**src/fia_pkg.sv**
```systemverilog
// constants, register map and types of the flash programming sequencer
package fia_pkg;
    // widths
    localparam int ADDR_W = 14;
    localparam int BUS_AW = 9;
    localparam int TMR_W = 18;
    // register indices; byte address is four times the index
    localparam logic [7:0] IDX_CTRL = 8'h50;
    localparam logic [7:0] IDX_BUF_CLEAR = 8'h52;
    localparam logic [7:0] IDX_ADDR_LOW = 8'h53;
    localparam logic [7:0] IDX_ADDR_HIGH = 8'h54;
    localparam logic [7:0] IDX_DATA0 = 8'h55;
    localparam int DATA_REGS = 8;
    // control register fields
    localparam int CTRL_OP_LSB = 0;
    localparam int CTRL_RDEN = 3;
    localparam int CTRL_ARM = 4;
    localparam int CTRL_GO = 5;
    localparam int CTRL_RDGO = 6;
    localparam int CTRL_UNLOCKED = 7;
    localparam int CLEAR_BIT = 0;
    // operation select codes
    localparam logic [2:0] OP_WRITE = 3'h0;
    localparam logic [2:0] OP_ERASE = 3'h1;
    localparam logic [2:0] OP_READ = 3'h3;
    localparam logic [2:0] OP_UNLOCK = 3'h6;
    // array geometry
    localparam int BLOCK_SHIFT = 8;
    localparam int PAGE_SHIFT = 6;
    localparam logic [6:0] PAGE_WORDS = 7'h40;
    localparam logic [6:0] BLOCK_PROG_WORDS = 7'h04;
    localparam logic [5:0] PAGE_LAST = 6'h3F;
    // timing
    localparam int CLK_PERIOD_NS = 10;
    localparam int PROG_TIME_NS = 2200000;
    localparam int PROG_CYCLES = PROG_TIME_NS / CLK_PERIOD_NS;
    localparam int READ_INSTR_CYCLES = 3;
    localparam int CLKS_PER_INSTR = 4;
    localparam int READ_CYCLES = READ_INSTR_CYCLES * CLKS_PER_INSTR;
    localparam logic [8:0] UNLOCK_WINDOW_CYC = 9'h100;
    // unlock pattern, lowest byte is the second word low register
    localparam logic [47:0] UNLOCK_PATTERN = 48'h40C3090D0400;
    // reset values
    localparam logic [ADDR_W-1:0] ADDR_RST = 14'h0000;
    localparam logic [7:0] BYTE_RST = 8'h00;

    typedef enum logic [1:0] {
        FIA_IDLE, FIA_ERASE, FIA_PROG, FIA_READ
    } fia_state_t;

    function automatic logic [BUS_AW-1:0] fia_reg_addr(logic [7:0] idx);
        return {idx[6:0], 2'b00};
    endfunction : fia_reg_addr
endpackage : fia_pkg

```
**src/fia_tmr_if.sv**
```systemverilog
// start and completion signals between sequencer and its operation timer
`timescale 1ns/10ps
interface fia_tmr_if;
    logic start;
    logic [fia_pkg::TMR_W-1:0] loadVal;
    logic done;
    modport owner(output start, output loadVal, input done);
    modport timer(input start, input loadVal, output done);
endinterface : fia_tmr_if

```
**src/fia_op_timer.sv**
```systemverilog
// down counter that times erase, program and read operations
`timescale 1ns/10ps
module fia_op_timer (
    // clock and reset
    input wire logic clk,
    input wire logic reset_n,
    // control
    fia_tmr_if.timer tmr
);
    import fia_pkg::*;

    typedef struct packed {
        logic [TMR_W-1:0] cnt;
        logic done;
    } fia_tmr_st_t;

    fia_tmr_st_t cur_q;
    fia_tmr_st_t cur_d;

    always_comb begin
        cur_d = cur_q;
        cur_d.done = 1'b0;
        if (tmr.start) begin
            cur_d.cnt = tmr.loadVal;
        end else if (cur_q.cnt != '0) begin
            cur_d.cnt = cur_q.cnt - TMR_W'(1);
            cur_d.done = (cur_q.cnt == {{(TMR_W-1){1'b0}}, 1'b1});
        end
    end

    always_ff @(posedge clk) begin
        if (!reset_n) begin
            cur_q <= '0;
        end else begin
            cur_q <= cur_d;
        end
    end

    assign tmr.done = cur_q.done;
endmodule : fia_op_timer

```
**src/fia_unlock_check.sv**
```systemverilog
// unlock window and pattern check for erase and write access
`timescale 1ns/10ps
module fia_unlock_check (
    // clock and reset
    input wire logic clk,
    input wire logic reset_n,
    // arm request and pattern bytes
    input wire logic armStart,
    input wire logic [5:0][7:0] patternBytes,
    // window state and result
    output logic unlockArm,
    output logic unlockPass
);
    import fia_pkg::*;

    typedef struct packed {
        logic [8:0] cnt;
        logic armed;
        logic pass;
    } fia_unl_st_t;

    fia_unl_st_t cur_q;
    fia_unl_st_t cur_d;

    always_comb begin
        cur_d = cur_q;
        cur_d.pass = 1'b0;
        if (armStart && !cur_q.armed) begin
            cur_d.armed = 1'b1;
            cur_d.cnt = UNLOCK_WINDOW_CYC;
        end else if (cur_q.armed) begin
            cur_d.cnt = cur_q.cnt - 9'h001;
            if (cur_q.cnt == 9'h001) begin
                cur_d.armed = 1'b0;
                cur_d.pass = (patternBytes == UNLOCK_PATTERN);
            end
        end
    end

    always_ff @(posedge clk) begin
        if (!reset_n) begin
            cur_q <= '0;
        end else begin
            cur_q <= cur_d;
        end
    end

    assign unlockArm = cur_q.armed;
    assign unlockPass = cur_q.pass;
endmodule : fia_unlock_check

```
**src/fia_sequencer.sv**
```systemverilog
// flash programming sequencer with its register slave
// Notes on behaviour
// software unlocks before any erase or write
// block erase unit: 256 words, bits 11-8; the code takes the block from address bits 13-8
// page buffer 64 words, page bits 13-6
// block program: four words, low bits ignored
// high byte load pushes word, address advances
// buffer address stops at last page word
// select 001 plus go erases unit
// select 000 plus go programs buffer
// block program: four registers from offset zero
// cpu stalled while erase or program runs
// go bit stays high 2.2 ms
// software keeps buffer page equal address page
// page program never leaves its page
// page reprogram allowed without erase
// block retry needs fresh erase first
// read: select 011, enable, go, data
// reads need no unlock
// software reloads address between scattered words
// clearing unlocked flag refuses erase, write
// software runs fast clock while programming
// unlock: select 110, arm, six-byte pattern
// buffer clear bit self-clears when done
// low byte write stays in register
// read go falls after three instruction cycles
// go while locked: no change, clears
// go bits read high while busy; the code holds reads off until the operation ends, so they read low
//
// Added by the designer: register access over Avalon-MM and the placing of the registers.
`timescale 1ns/10ps
module fia_sequencer #(
    parameter int PROG_CYCLES = fia_pkg::PROG_CYCLES,
    parameter bit PAGE_VARIANT = 1'b1
) (
    // clock and reset
    input wire logic clk,
    input wire logic reset_n,
    // avalon-mm slave
    input wire logic [fia_pkg::BUS_AW-1:0] address,
    input wire logic read,
    input wire logic write,
    input wire logic [31:0] writedata,
    output logic [31:0] readdata,
    output logic waitrequest,
    // flash array
    output logic flashEraseStb,
    output logic flashProgStb,
    output logic flashReadStb,
    output logic [fia_pkg::ADDR_W-1:0] flashArrAddr,
    output logic [15:0] flashArrWdata,
    input wire logic [15:0] flashArrRdata,
    // cpu
    output logic cpuStall
);
    import fia_pkg::*;

    typedef struct packed {
        fia_state_t st;
        logic [2:0] flashOpSelect;
        logic readFunctionEnable;
        logic programEraseGo;
        logic readGo;
        logic eraseWriteUnlocked;
        logic bufferClearGo;
        logic [ADDR_W-1:0] flashAddr;
        logic [DATA_REGS-1:0][7:0] dataBytes;
        logic [63:0][15:0] wbuf;
        logic [6:0] progIdx;
        logic waitQ;
        logic [31:0] rdata;
        logic eraseStb;
        logic progStb;
        logic readStb;
        logic [ADDR_W-1:0] arrAddr;
        logic [15:0] arrData;
        logic stall;
    } fia_top_st_t;

    fia_top_st_t cur_q;
    fia_top_st_t cur_d;
    fia_tmr_if tmrBus();
    logic tmrStart;
    logic [TMR_W-1:0] tmrLoad;
    logic unlockArm;
    logic unlockPass;
    logic armStart;
    logic busy;
    logic wrHit;
    logic wrCtrl;
    logic [6:0] progWords;

    function automatic logic regHit(logic [BUS_AW-1:0] a, logic [7:0] idx);
        return a == fia_reg_addr(idx);
    endfunction : regHit

    function automatic logic [ADDR_W-1:0] unitBase(logic [ADDR_W-1:0] a);
        if (PAGE_VARIANT) begin
            return {a[ADDR_W-1:PAGE_SHIFT], {PAGE_SHIFT{1'b0}}};
        end
        return {a[ADDR_W-1:BLOCK_SHIFT], {BLOCK_SHIFT{1'b0}}};
    endfunction : unitBase

    fia_op_timer u_timer (
        .clk(clk),
        .reset_n(reset_n),
        .tmr(tmrBus.timer)
    );

    fia_unlock_check u_unlock (
        .clk(clk),
        .reset_n(reset_n),
        .armStart(armStart),
        .patternBytes(cur_q.dataBytes[7:2]),
        .unlockArm(unlockArm),
        .unlockPass(unlockPass)
    );

    assign tmrBus.start = tmrStart;
    assign tmrBus.loadVal = tmrLoad;
    assign busy = (cur_q.st != FIA_IDLE) || cur_q.bufferClearGo;
    assign wrHit = write && !cur_q.waitQ;
    assign wrCtrl = wrHit && regHit(address, IDX_CTRL);
    assign progWords = PAGE_VARIANT ? PAGE_WORDS : BLOCK_PROG_WORDS;

    always_comb begin
        logic [7:0] rd;
        logic [1:0] w;
        rd = 8'h00;
        w = cur_q.progIdx[1:0];
        cur_d = cur_q;
        tmrStart = 1'b0;
        tmrLoad = '0;
        armStart = 1'b0;
        cur_d.eraseStb = 1'b0;
        cur_d.progStb = 1'b0;
        cur_d.readStb = 1'b0;
        // register read mux
        if (regHit(address, IDX_CTRL)) begin
            rd = {cur_q.eraseWriteUnlocked, cur_q.readGo,
                cur_q.programEraseGo, unlockArm,
                cur_q.readFunctionEnable, cur_q.flashOpSelect};
        end else if (regHit(address, IDX_BUF_CLEAR)) begin
            rd = {7'h00, cur_q.bufferClearGo};
        end else if (regHit(address, IDX_ADDR_LOW)) begin
            rd = cur_q.flashAddr[7:0];
        end else if (regHit(address, IDX_ADDR_HIGH)) begin
            rd = {2'b00, cur_q.flashAddr[ADDR_W-1:8]};
        end
        for (int k = 0; k < DATA_REGS; k++) begin
            if (regHit(address, 8'(int'(IDX_DATA0) + k))) begin
                rd = cur_q.dataBytes[k];
            end
        end
        // bus handshake, held off while the cpu is stalled
        cur_d.waitQ = 1'b1;
        if ((read || write) && cur_q.waitQ && !busy) begin
            cur_d.waitQ = 1'b0;
            cur_d.rdata = {24'h000000, rd};
        end
        // control register
        if (wrCtrl) begin
            cur_d.flashOpSelect = writedata[CTRL_OP_LSB +: 3];
            cur_d.readFunctionEnable = writedata[CTRL_RDEN];
            if (!writedata[CTRL_UNLOCKED]) begin
                cur_d.eraseWriteUnlocked = 1'b0;
            end
            armStart = writedata[CTRL_ARM]
                && writedata[CTRL_OP_LSB +: 3] == OP_UNLOCK;
            if (writedata[CTRL_GO] && cur_q.eraseWriteUnlocked
                && writedata[CTRL_UNLOCKED]) begin
                if (writedata[CTRL_OP_LSB +: 3] == OP_ERASE) begin
                    cur_d.programEraseGo = 1'b1;
                    cur_d.st = FIA_ERASE;
                    cur_d.eraseStb = 1'b1;
                    cur_d.arrAddr = unitBase(cur_q.flashAddr);
                    tmrStart = 1'b1;
                    tmrLoad = TMR_W'(PROG_CYCLES);
                end else if (writedata[CTRL_OP_LSB +: 3] == OP_WRITE) begin
                    cur_d.programEraseGo = 1'b1;
                    cur_d.st = FIA_PROG;
                    cur_d.progIdx = 7'h00;
                    tmrStart = 1'b1;
                    tmrLoad = TMR_W'(PROG_CYCLES);
                end
            end else if (writedata[CTRL_RDGO]
                && writedata[CTRL_RDEN]
                && writedata[CTRL_OP_LSB +: 3] == OP_READ) begin
                cur_d.readGo = 1'b1;
                cur_d.st = FIA_READ;
                cur_d.readStb = 1'b1;
                cur_d.arrAddr = cur_q.flashAddr;
                tmrStart = 1'b1;
                tmrLoad = TMR_W'(READ_CYCLES);
            end
        end
        // set wins over a clear in the same cycle
        if (unlockPass) begin
            cur_d.eraseWriteUnlocked = 1'b1;
        end
        // address, data and buffer registers
        if (wrHit && regHit(address, IDX_ADDR_LOW)) begin
            cur_d.flashAddr[7:0] = writedata[7:0];
        end
        if (wrHit && regHit(address, IDX_ADDR_HIGH)) begin
            cur_d.flashAddr[ADDR_W-1:8] = writedata[ADDR_W-9:0];
        end
        for (int k = 0; k < DATA_REGS; k++) begin
            if (wrHit && regHit(address, 8'(int'(IDX_DATA0) + k))) begin
                cur_d.dataBytes[k] = writedata[7:0];
            end
        end
        if (PAGE_VARIANT && wrHit
            && regHit(address, 8'(int'(IDX_DATA0) + 1))) begin
            cur_d.wbuf[cur_q.flashAddr[PAGE_SHIFT-1:0]] =
                {writedata[7:0], cur_q.dataBytes[0]};
            if (cur_q.flashAddr[PAGE_SHIFT-1:0] != PAGE_LAST) begin
                cur_d.flashAddr = cur_q.flashAddr + 14'h0001;
            end
        end
        if (PAGE_VARIANT && wrHit && regHit(address, IDX_BUF_CLEAR)
            && writedata[CLEAR_BIT]) begin
            cur_d.bufferClearGo = 1'b1;
        end
        if (cur_q.bufferClearGo) begin
            cur_d.wbuf = '0;
            cur_d.bufferClearGo = 1'b0;
        end
        // operation sequencing
        case (cur_q.st)
            FIA_IDLE: begin
            end
            FIA_ERASE: begin
                if (tmrBus.done) begin
                    cur_d.programEraseGo = 1'b0;
                    cur_d.st = FIA_IDLE;
                end
            end
            FIA_PROG: begin
                if (cur_q.progIdx < progWords) begin
                    cur_d.progStb = 1'b1;
                    cur_d.progIdx = cur_q.progIdx + 7'h01;
                    if (PAGE_VARIANT) begin
                        cur_d.arrAddr = {cur_q.flashAddr[ADDR_W-1:PAGE_SHIFT],
                            cur_q.progIdx[PAGE_SHIFT-1:0]};
                        cur_d.arrData =
                            cur_q.wbuf[cur_q.progIdx[PAGE_SHIFT-1:0]];
                    end else begin
                        cur_d.arrAddr = {cur_q.flashAddr[ADDR_W-1:2], w};
                        cur_d.arrData = {cur_q.dataBytes[{w, 1'b1}],
                            cur_q.dataBytes[{w, 1'b0}]};
                    end
                end
                if (tmrBus.done) begin
                    cur_d.programEraseGo = 1'b0;
                    cur_d.st = FIA_IDLE;
                end
            end
            FIA_READ: begin
                if (tmrBus.done) begin
                    cur_d.dataBytes[0] = flashArrRdata[7:0];
                    cur_d.dataBytes[1] = flashArrRdata[15:8];
                    cur_d.readGo = 1'b0;
                    cur_d.st = FIA_IDLE;
                end
            end
            default: begin
                cur_d.st = FIA_IDLE;
            end
        endcase
        cur_d.stall = (cur_d.st != FIA_IDLE);
    end

    always_ff @(posedge clk) begin
        if (!reset_n) begin
            cur_q <= '0;
            cur_q.st <= FIA_IDLE;
            cur_q.flashAddr <= ADDR_RST;
            cur_q.waitQ <= 1'b1;
        end else begin
            cur_q <= cur_d;
        end
    end

    assign readdata = cur_q.rdata;
    assign waitrequest = cur_q.waitQ;
    assign flashEraseStb = cur_q.eraseStb;
    assign flashProgStb = cur_q.progStb;
    assign flashReadStb = cur_q.readStb;
    assign flashArrAddr = cur_q.arrAddr;
    assign flashArrWdata = cur_q.arrData;
    assign cpuStall = cur_q.stall;

    // checking helpers
    localparam int GO_LEN = PROG_CYCLES + 1;
    logic [19:0] goLen;
    always_ff @(posedge clk) begin
        if (!reset_n) begin
            goLen <= 20'h00000;
        end else begin
            goLen <= cur_q.programEraseGo ? goLen + 20'h00001 : 20'h00000;
        end
    end
endmodule : fia_sequencer

```
**config.mk**
```make
export PLATFORM = sky130hd
export DESIGN_NAME = fia_sequencer
export DESIGN_NICKNAME = d
export VERILOG_FILES = /design/src/fia_pkg.sv /design/src/fia_tmr_if.sv /design/src/fia_op_timer.sv /design/src/fia_unlock_check.sv /design/src/fia_sequencer.sv
export SDC_FILE = /design/constraint.sdc
export NUM_CORES = 2
export LEC_CHECK = 0
export ABC_AREA = 1
export ABC_CLOCK_PERIOD_IN_PS = 5400
export CORE_MARGIN = 2
export CORE_UTILIZATION = 40
export CTS_BUF_LIST = sky130_fd_sc_hd__clkbuf_2 sky130_fd_sc_hd__clkbuf_4 sky130_fd_sc_hd__clkbuf_8
export CTS_CLUSTER_SIZE = 40
export DETAILED_ROUTE_END_ITERATION = 10
export DONT_BUFFER_PORTS = 1
export SLEW_MARGIN = 5
export SYNTH_ARGS = -nofsm -noshare
export SYNTH_HDL_FRONTEND = slang
export SYNTH_HIERARCHICAL = 1
export SYNTH_SLANG_ARGS = --single-unit
```
**constraint.sdc**
```tcl
create_clock -name clk -period 5.4 [get_ports clk]
set_input_delay 1.08 -clock clk [delete_from_list [all_inputs] [get_ports clk]]
set_output_delay 1.08 -clock clk [all_outputs]
set_load 0.01 [all_outputs]
```
After elaboration in Yosys (flattened, before gate mapping)
Cells that the tools add are included.
{ "classes": {"eq_ne": 23, "n_mux": 79, "bitwise": 5, "n_reduce_logical": 46, "magnitude_cmp": 4, "add_sub_neg": 4} }
{ "ops": {"columns": ["operator", "n"], "rows": [
  ["1024-bit bitwise mux", 1],
  ["8-bit 2-to-1 mux", 15],
  ["9-bit == test (second input constant)", 12],
  ["16-bit binary-select mux with 6-bit select", 1],
  ["16-bit demux with 6-bit select", 1],
  ["18-bit 2-to-1 mux", 5],
  ["14-bit 2-to-1 mux", 5],
  ["16-bit 2-to-1 mux", 4],
  ["30-bit 2-to-1 mux", 2],
  ["48-bit by 47-bit == test with 1-bit output (second input constant)", 1],
  ["7-bit 2-to-1 mux", 6],
  ["33-bit 2-to-1 mux", 1],
  ["1-bit logical AND", 23],
  ["1-bit 2-to-1 mux", 23],
  ["19-bit 2-to-1 mux", 1],
  ["18-bit by 1-bit == test with 1-bit output (second input constant)", 1],
  ["18-bit nonzero test", 1],
  ["18-bit by 1-bit subtractor with 18-bit output (second input constant)", 1],
  ["15-bit 2-to-1 mux", 1],
  ["14-bit by 1-bit adder with 14-bit output (second input constant)", 1],
  ["6-bit by 7-bit < comparator with 1-bit output (second input constant)", 2],
  ["2-bit 2-to-1 mux", 7],
  ["6-bit 2-to-1 mux", 2],
  ["11-bit 2-to-1 mux", 1],
  ["other kinds (25)", 43]
]} }
{ "totals": {"out_inout_bits": 67, "word_cells": 256, "input_bits": 61, "regBits": 1192} }

Depth between registers and ports, before layout
{ "logic_depth": {"ltp_word": 14, "mapped_depth": 16} }

Modules after synthesis
Netlist, hierarchy kept.
{ "modules_own_cells": {"columns": ["mod", "instances", "area_each_um2", "cells_per_inst", "seq_area_each_um2"], "rows": [
  ["fia_sequencer", 1, 53169.7, 7323, 23262.3],
  ["fia_op_timer", 1, 1189.9, 178, 380.4],
  ["fia_unlock_check", 1, 735.7, 126, 220.2]
]} }

Worst setup path after synthesis
Ideal clock, no wire load.
{ "synth_path": {"path_type": "input-to-reg", "start": "input port address[6] (netlist bit)", "end": "register u_timer/cur_q[1] (netlist bit)", "cell_stages": 14, "arrival_ns": 2.962, "path_buffers": 1, "t_required_ns": 5.268, "path_slack_ns": 2.305, "cell_sequence": "inv_1 > nor2_2 > nand3_1 > nor2_1 > inv_1 > nor2_2 > inv_1 > nor3_4 > inv_1 > nand2_1 > clkbuf_1 > nor2_1 > nand2_1 > a21oi_1"} }
{ "synth_between": {"elab_chain_cells": 4} }
{ "synth_rtl": {"columns": ["element", "line", "source"], "rows": [
  ["start, declared", "fia_sequencer.sv:40", "input wire logic [fia_pkg::BUS_AW-1:0] address,"],
  ["9-bit == test *", "fia_sequencer.sv:94", "return a == fia_reg_addr(idx);"],
  ["1-bit logical AND *", "fia_sequencer.sv:123", "assign wrCtrl = wrHit && regHit(address, IDX_CTRL);"],
  ["1-bit 2-to-1 mux *", "fia_sequencer.sv:162", "if (wrCtrl) begin"],
  ["net tmrBus.start", "fia_tmr_if.sv:4", "logic start;"],
  ["18-bit 2-to-1 mux or 2-bit nonzero test (tied branches)", null, null],
  ["end signal, assigned", "fia_op_timer.sv:35", "cur_q <= cur_d;"],
  ["end, declared", "fia_op_timer.sv:17", "fia_tmr_st_t cur_q;"]
]} }
The timed path passes the listed nets; every way through them passes the cells marked *.
A chain may end at the register's enable or synchronous reset.

Final worst setup path
{ "layout_path": {"start": "register cur_q, in the netlist waitrequest", "end": "register cur_q[1002] (netlist bit)"} }
{ "layout_between": {"elab_chain_cells": 3} }
{ "layout_rtl": {"columns": ["element", "line", "source"], "rows": [
  ["start, declared", "fia_sequencer.sv:80", "fia_top_st_t cur_q;"],
  ["start signal, assigned", "fia_sequencer.sv:281", "cur_q <= cur_d;"],
  ["1-bit zero test", "fia_sequencer.sv:122", "assign wrHit = write && !cur_q.waitQ;"],
  ["1-bit logical AND", "fia_sequencer.sv:122", null],
  ["1-bit logical AND", "fia_sequencer.sv:214", "&& regHit(address, 8'(int'(IDX_DATA0) + 1))) begin"]
]} }
Every way passes these cells.

==> flow_metrics.tcl <==
set metrics [dict create \
    outcome "finished clean" \
    wl_per_cell_microns 18.7 \
    ys.flop_type "dfxtp_1" \
    dr_wl_met3_mm 11.6 \
    required_ns 6.11 \
    wl_met2_mm 75.9 \
    postRouteAntennaNets 0 \
    fin_area_sq_um 59400 \
    final_util_pct 43.3 \
    post_cts_buffers 0 \
    dp.cells 8778 \
    timing.final.hold_violations 0 \
    start_util_pct 40.2 \
    htree_num_levels 4 \
    max_slew_margin_pct 19.9 \
    io_buffers 0 \
    synth_warnings 6 \
    clk_latency_ns 0.92 \
    path_class "flip-flop to flip-flop" \
    cp-end-kind "flip-flop" \
    syn_area_sq_um 55100 \
    grt_max_degree 191 \
    postCtsHoldBufs 0 \
    avgSynthCellArea_sq_um 7.22 \
    path_clk_slew_ns 0.06 \
    place.gp.congestion 0.884 \
    viasPerCell 5.32 \
    antenna_found_initial 4 \
    rsz0062_at_grt "no" \
    clk_path_buf_depth 3 \
    drt-total-wl_mm 171 \
    cts_root_buf "clkbuf_8" \
    finalSetupViolations 0 \
    die-area_sq_um 141000 \
    tns_ns 0 \
    fmax_mhz 273 \
    timing.final.ws_setup_ns 1.74 \
    synth-edff-count 0 \
    yosys.area.top_type "dfxtp_1" \
    fin_hold_ws_ns 0.308 \
    ys_top_cells_by_count "nor2_1 (1,279), dfxtp_1 (1,192), inv_1 (1,099)" \
    area_delta_synth_final_pct 7.82 \
    drive_above_1_share_pct 6.78 \
    grt_first_pass_wirelength_mm 264 \
    dpl-instance-area_sq_um 55200 \
    cts_tree "yes" \
    rrSetupSlack_ns 1.74 \
    fin_crit_ns 3.66 \
    min_period_over_period_pct 67.8 \
    synth.top_cell.area_share_pct 43.3 \
    die_w_microns 375 \
    total_power_mw 18.3 \
    coreArea_sq_um 137000 \
    route.vias.total 48600 \
    drt-pass1-iter-count 7 \
    synth_cell_types 48 \
    r2r-start "waitrequest" \
    fin_cells 9135 \
    drc_errors 0 \
    synth_top_cells_by_area "dfxtp_1 (43%), a211oi_1 (13%), nor2_1 (8.7%)" \
    p_per_area_nw_per_um2 307 \
    place_ws_ns 0.977 \
    cp-start-kind "flip-flop" \
    min_from "flashArrRdata[6]" \
    ys_seq_area_share_pct 43.3 \
    finClkSkew_ns 0.0495 \
    wl_met1_mm 78.4 \
    arrival_ns 4.37 \
    critPathLaunch "waitrequest" \
    hp-class "primary input to flip-flop" \
    row_count 136 \
    drv_slew 0 \
    synth.most_common_cell "nor2_1" \
    cp_max_fo 32 \
    tightest_slew_ns 1.20 \
    dp_hpwl_mm 96.3 \
    overflow 0 \
    cap_violations 0 \
    cts_resized 0 \
    ys_seq_elements 1192 \
    drt_iter0_markers 4505 \
    grt_pass1_vias 44000 \
    max-vdd-ir-drop_mv 0.199 \
    cts-buffers-inserted 197 \
    leakage_nw 21.2 \
    pin_count 128 \
    clock-sinks 1192 \
    synthArstFlopShare_pct 0 \
    final_nets 7254 \
    gr-usage-all-layers_pct 23.6 \
    top_layer_used "met4" \
    syn_inst 7627 \
    die_h_microns 375 \
]
[state kept, by name, summed over array words and instances (netlist names)]
signal	count
u_timer/tmr.done	1
readdata	8
u_unlock/cur_q	9
waitrequest	1
flashArrAddr	14
cur_q	1119
u_unlock/unlockPass	1
u_unlock/unlockArm	1
flashProgStb	1
u_timer/cur_q	18
cpuStall	1
flashEraseStb	1
flashArrWdata	16
flashReadStb	1
[where the power goes]
group | leakage (nW) | total (mW) | switching [mW] | internal, mW
registers | 9.61 | 8.93 | 0.0687 | 8.86
clock network | 2.25 | 8.47 | 3.72 | 4.75
logic | 9.32 | 0.860 | 0.579 | 0.281
total | 21.2 | 18.3 | 4.36 | 13.9
[worst paths after layout]
path,endpoint,cells after the start
max,cur_q[1002],9
min,cur_q[1104],2
max reg2reg,cur_q[1002],9
min reg2reg,cur_q[1177],2
[cell type report]
type,instances,area [sq um]
flip-flops and latches,1192,23900
clock inverters,16,134
inverters,1116,4210
repair buffers,74,781
diodes,6,15.0
fillers,13900,77700
well taps,1794,2240
clock buffers,335,4070
multi-input cells,4602,24000
[cells by family (layout without fill, tap and decap cells)]
logic type      Yosys count  count (layout)  share of synthesized area [%]
buf+inv                1863            1541                           13.3
xor+xnor                 16              16                          0.254
simple gates           2193            2193                           16.7
flops                  1192            1192                           43.3
other cells               1              37                        0.00681
fa+ha+maj                10              10                          0.227
compound gates         2352            2352                           26.2
[critical path: stages (launching register included)]
cell and delay [ns]:
dfxtp_1 0.35, nor2_1 0.13, buf_4 0.25, inv_1 0.21, nor2_4 0.65, nand4_2 0.72, nor2_1 0.28, inv_1 0.49
nor2_1 0.28, a211oi_1 0.08
[placed cells by master, fill, tap and decap left out, drive strengths merged, types with 14 or more instances in the layout]
cell and instances:
nor2 1303, dfxtp 1192, inv 1117, a211oi 922, a21oi 660, o21ai 613, nand3 509, clkbuf 335
nand2 321, o21a 95, buf 74, conb 31, nand4 25, nor3 23, a31oi 22, o211ai 15
o22ai 14
[routing by layer]
layer | up-vias | GRT usage, %
li1 | 24500 | -
met1 | 22300 | 33.1
met2 | 1507 | 36.9
met3 | 276 | 3.85
met4 | 0 | 7.83
met5 | - | 0
No activity file was read; power rests on OpenSTA's default activity.
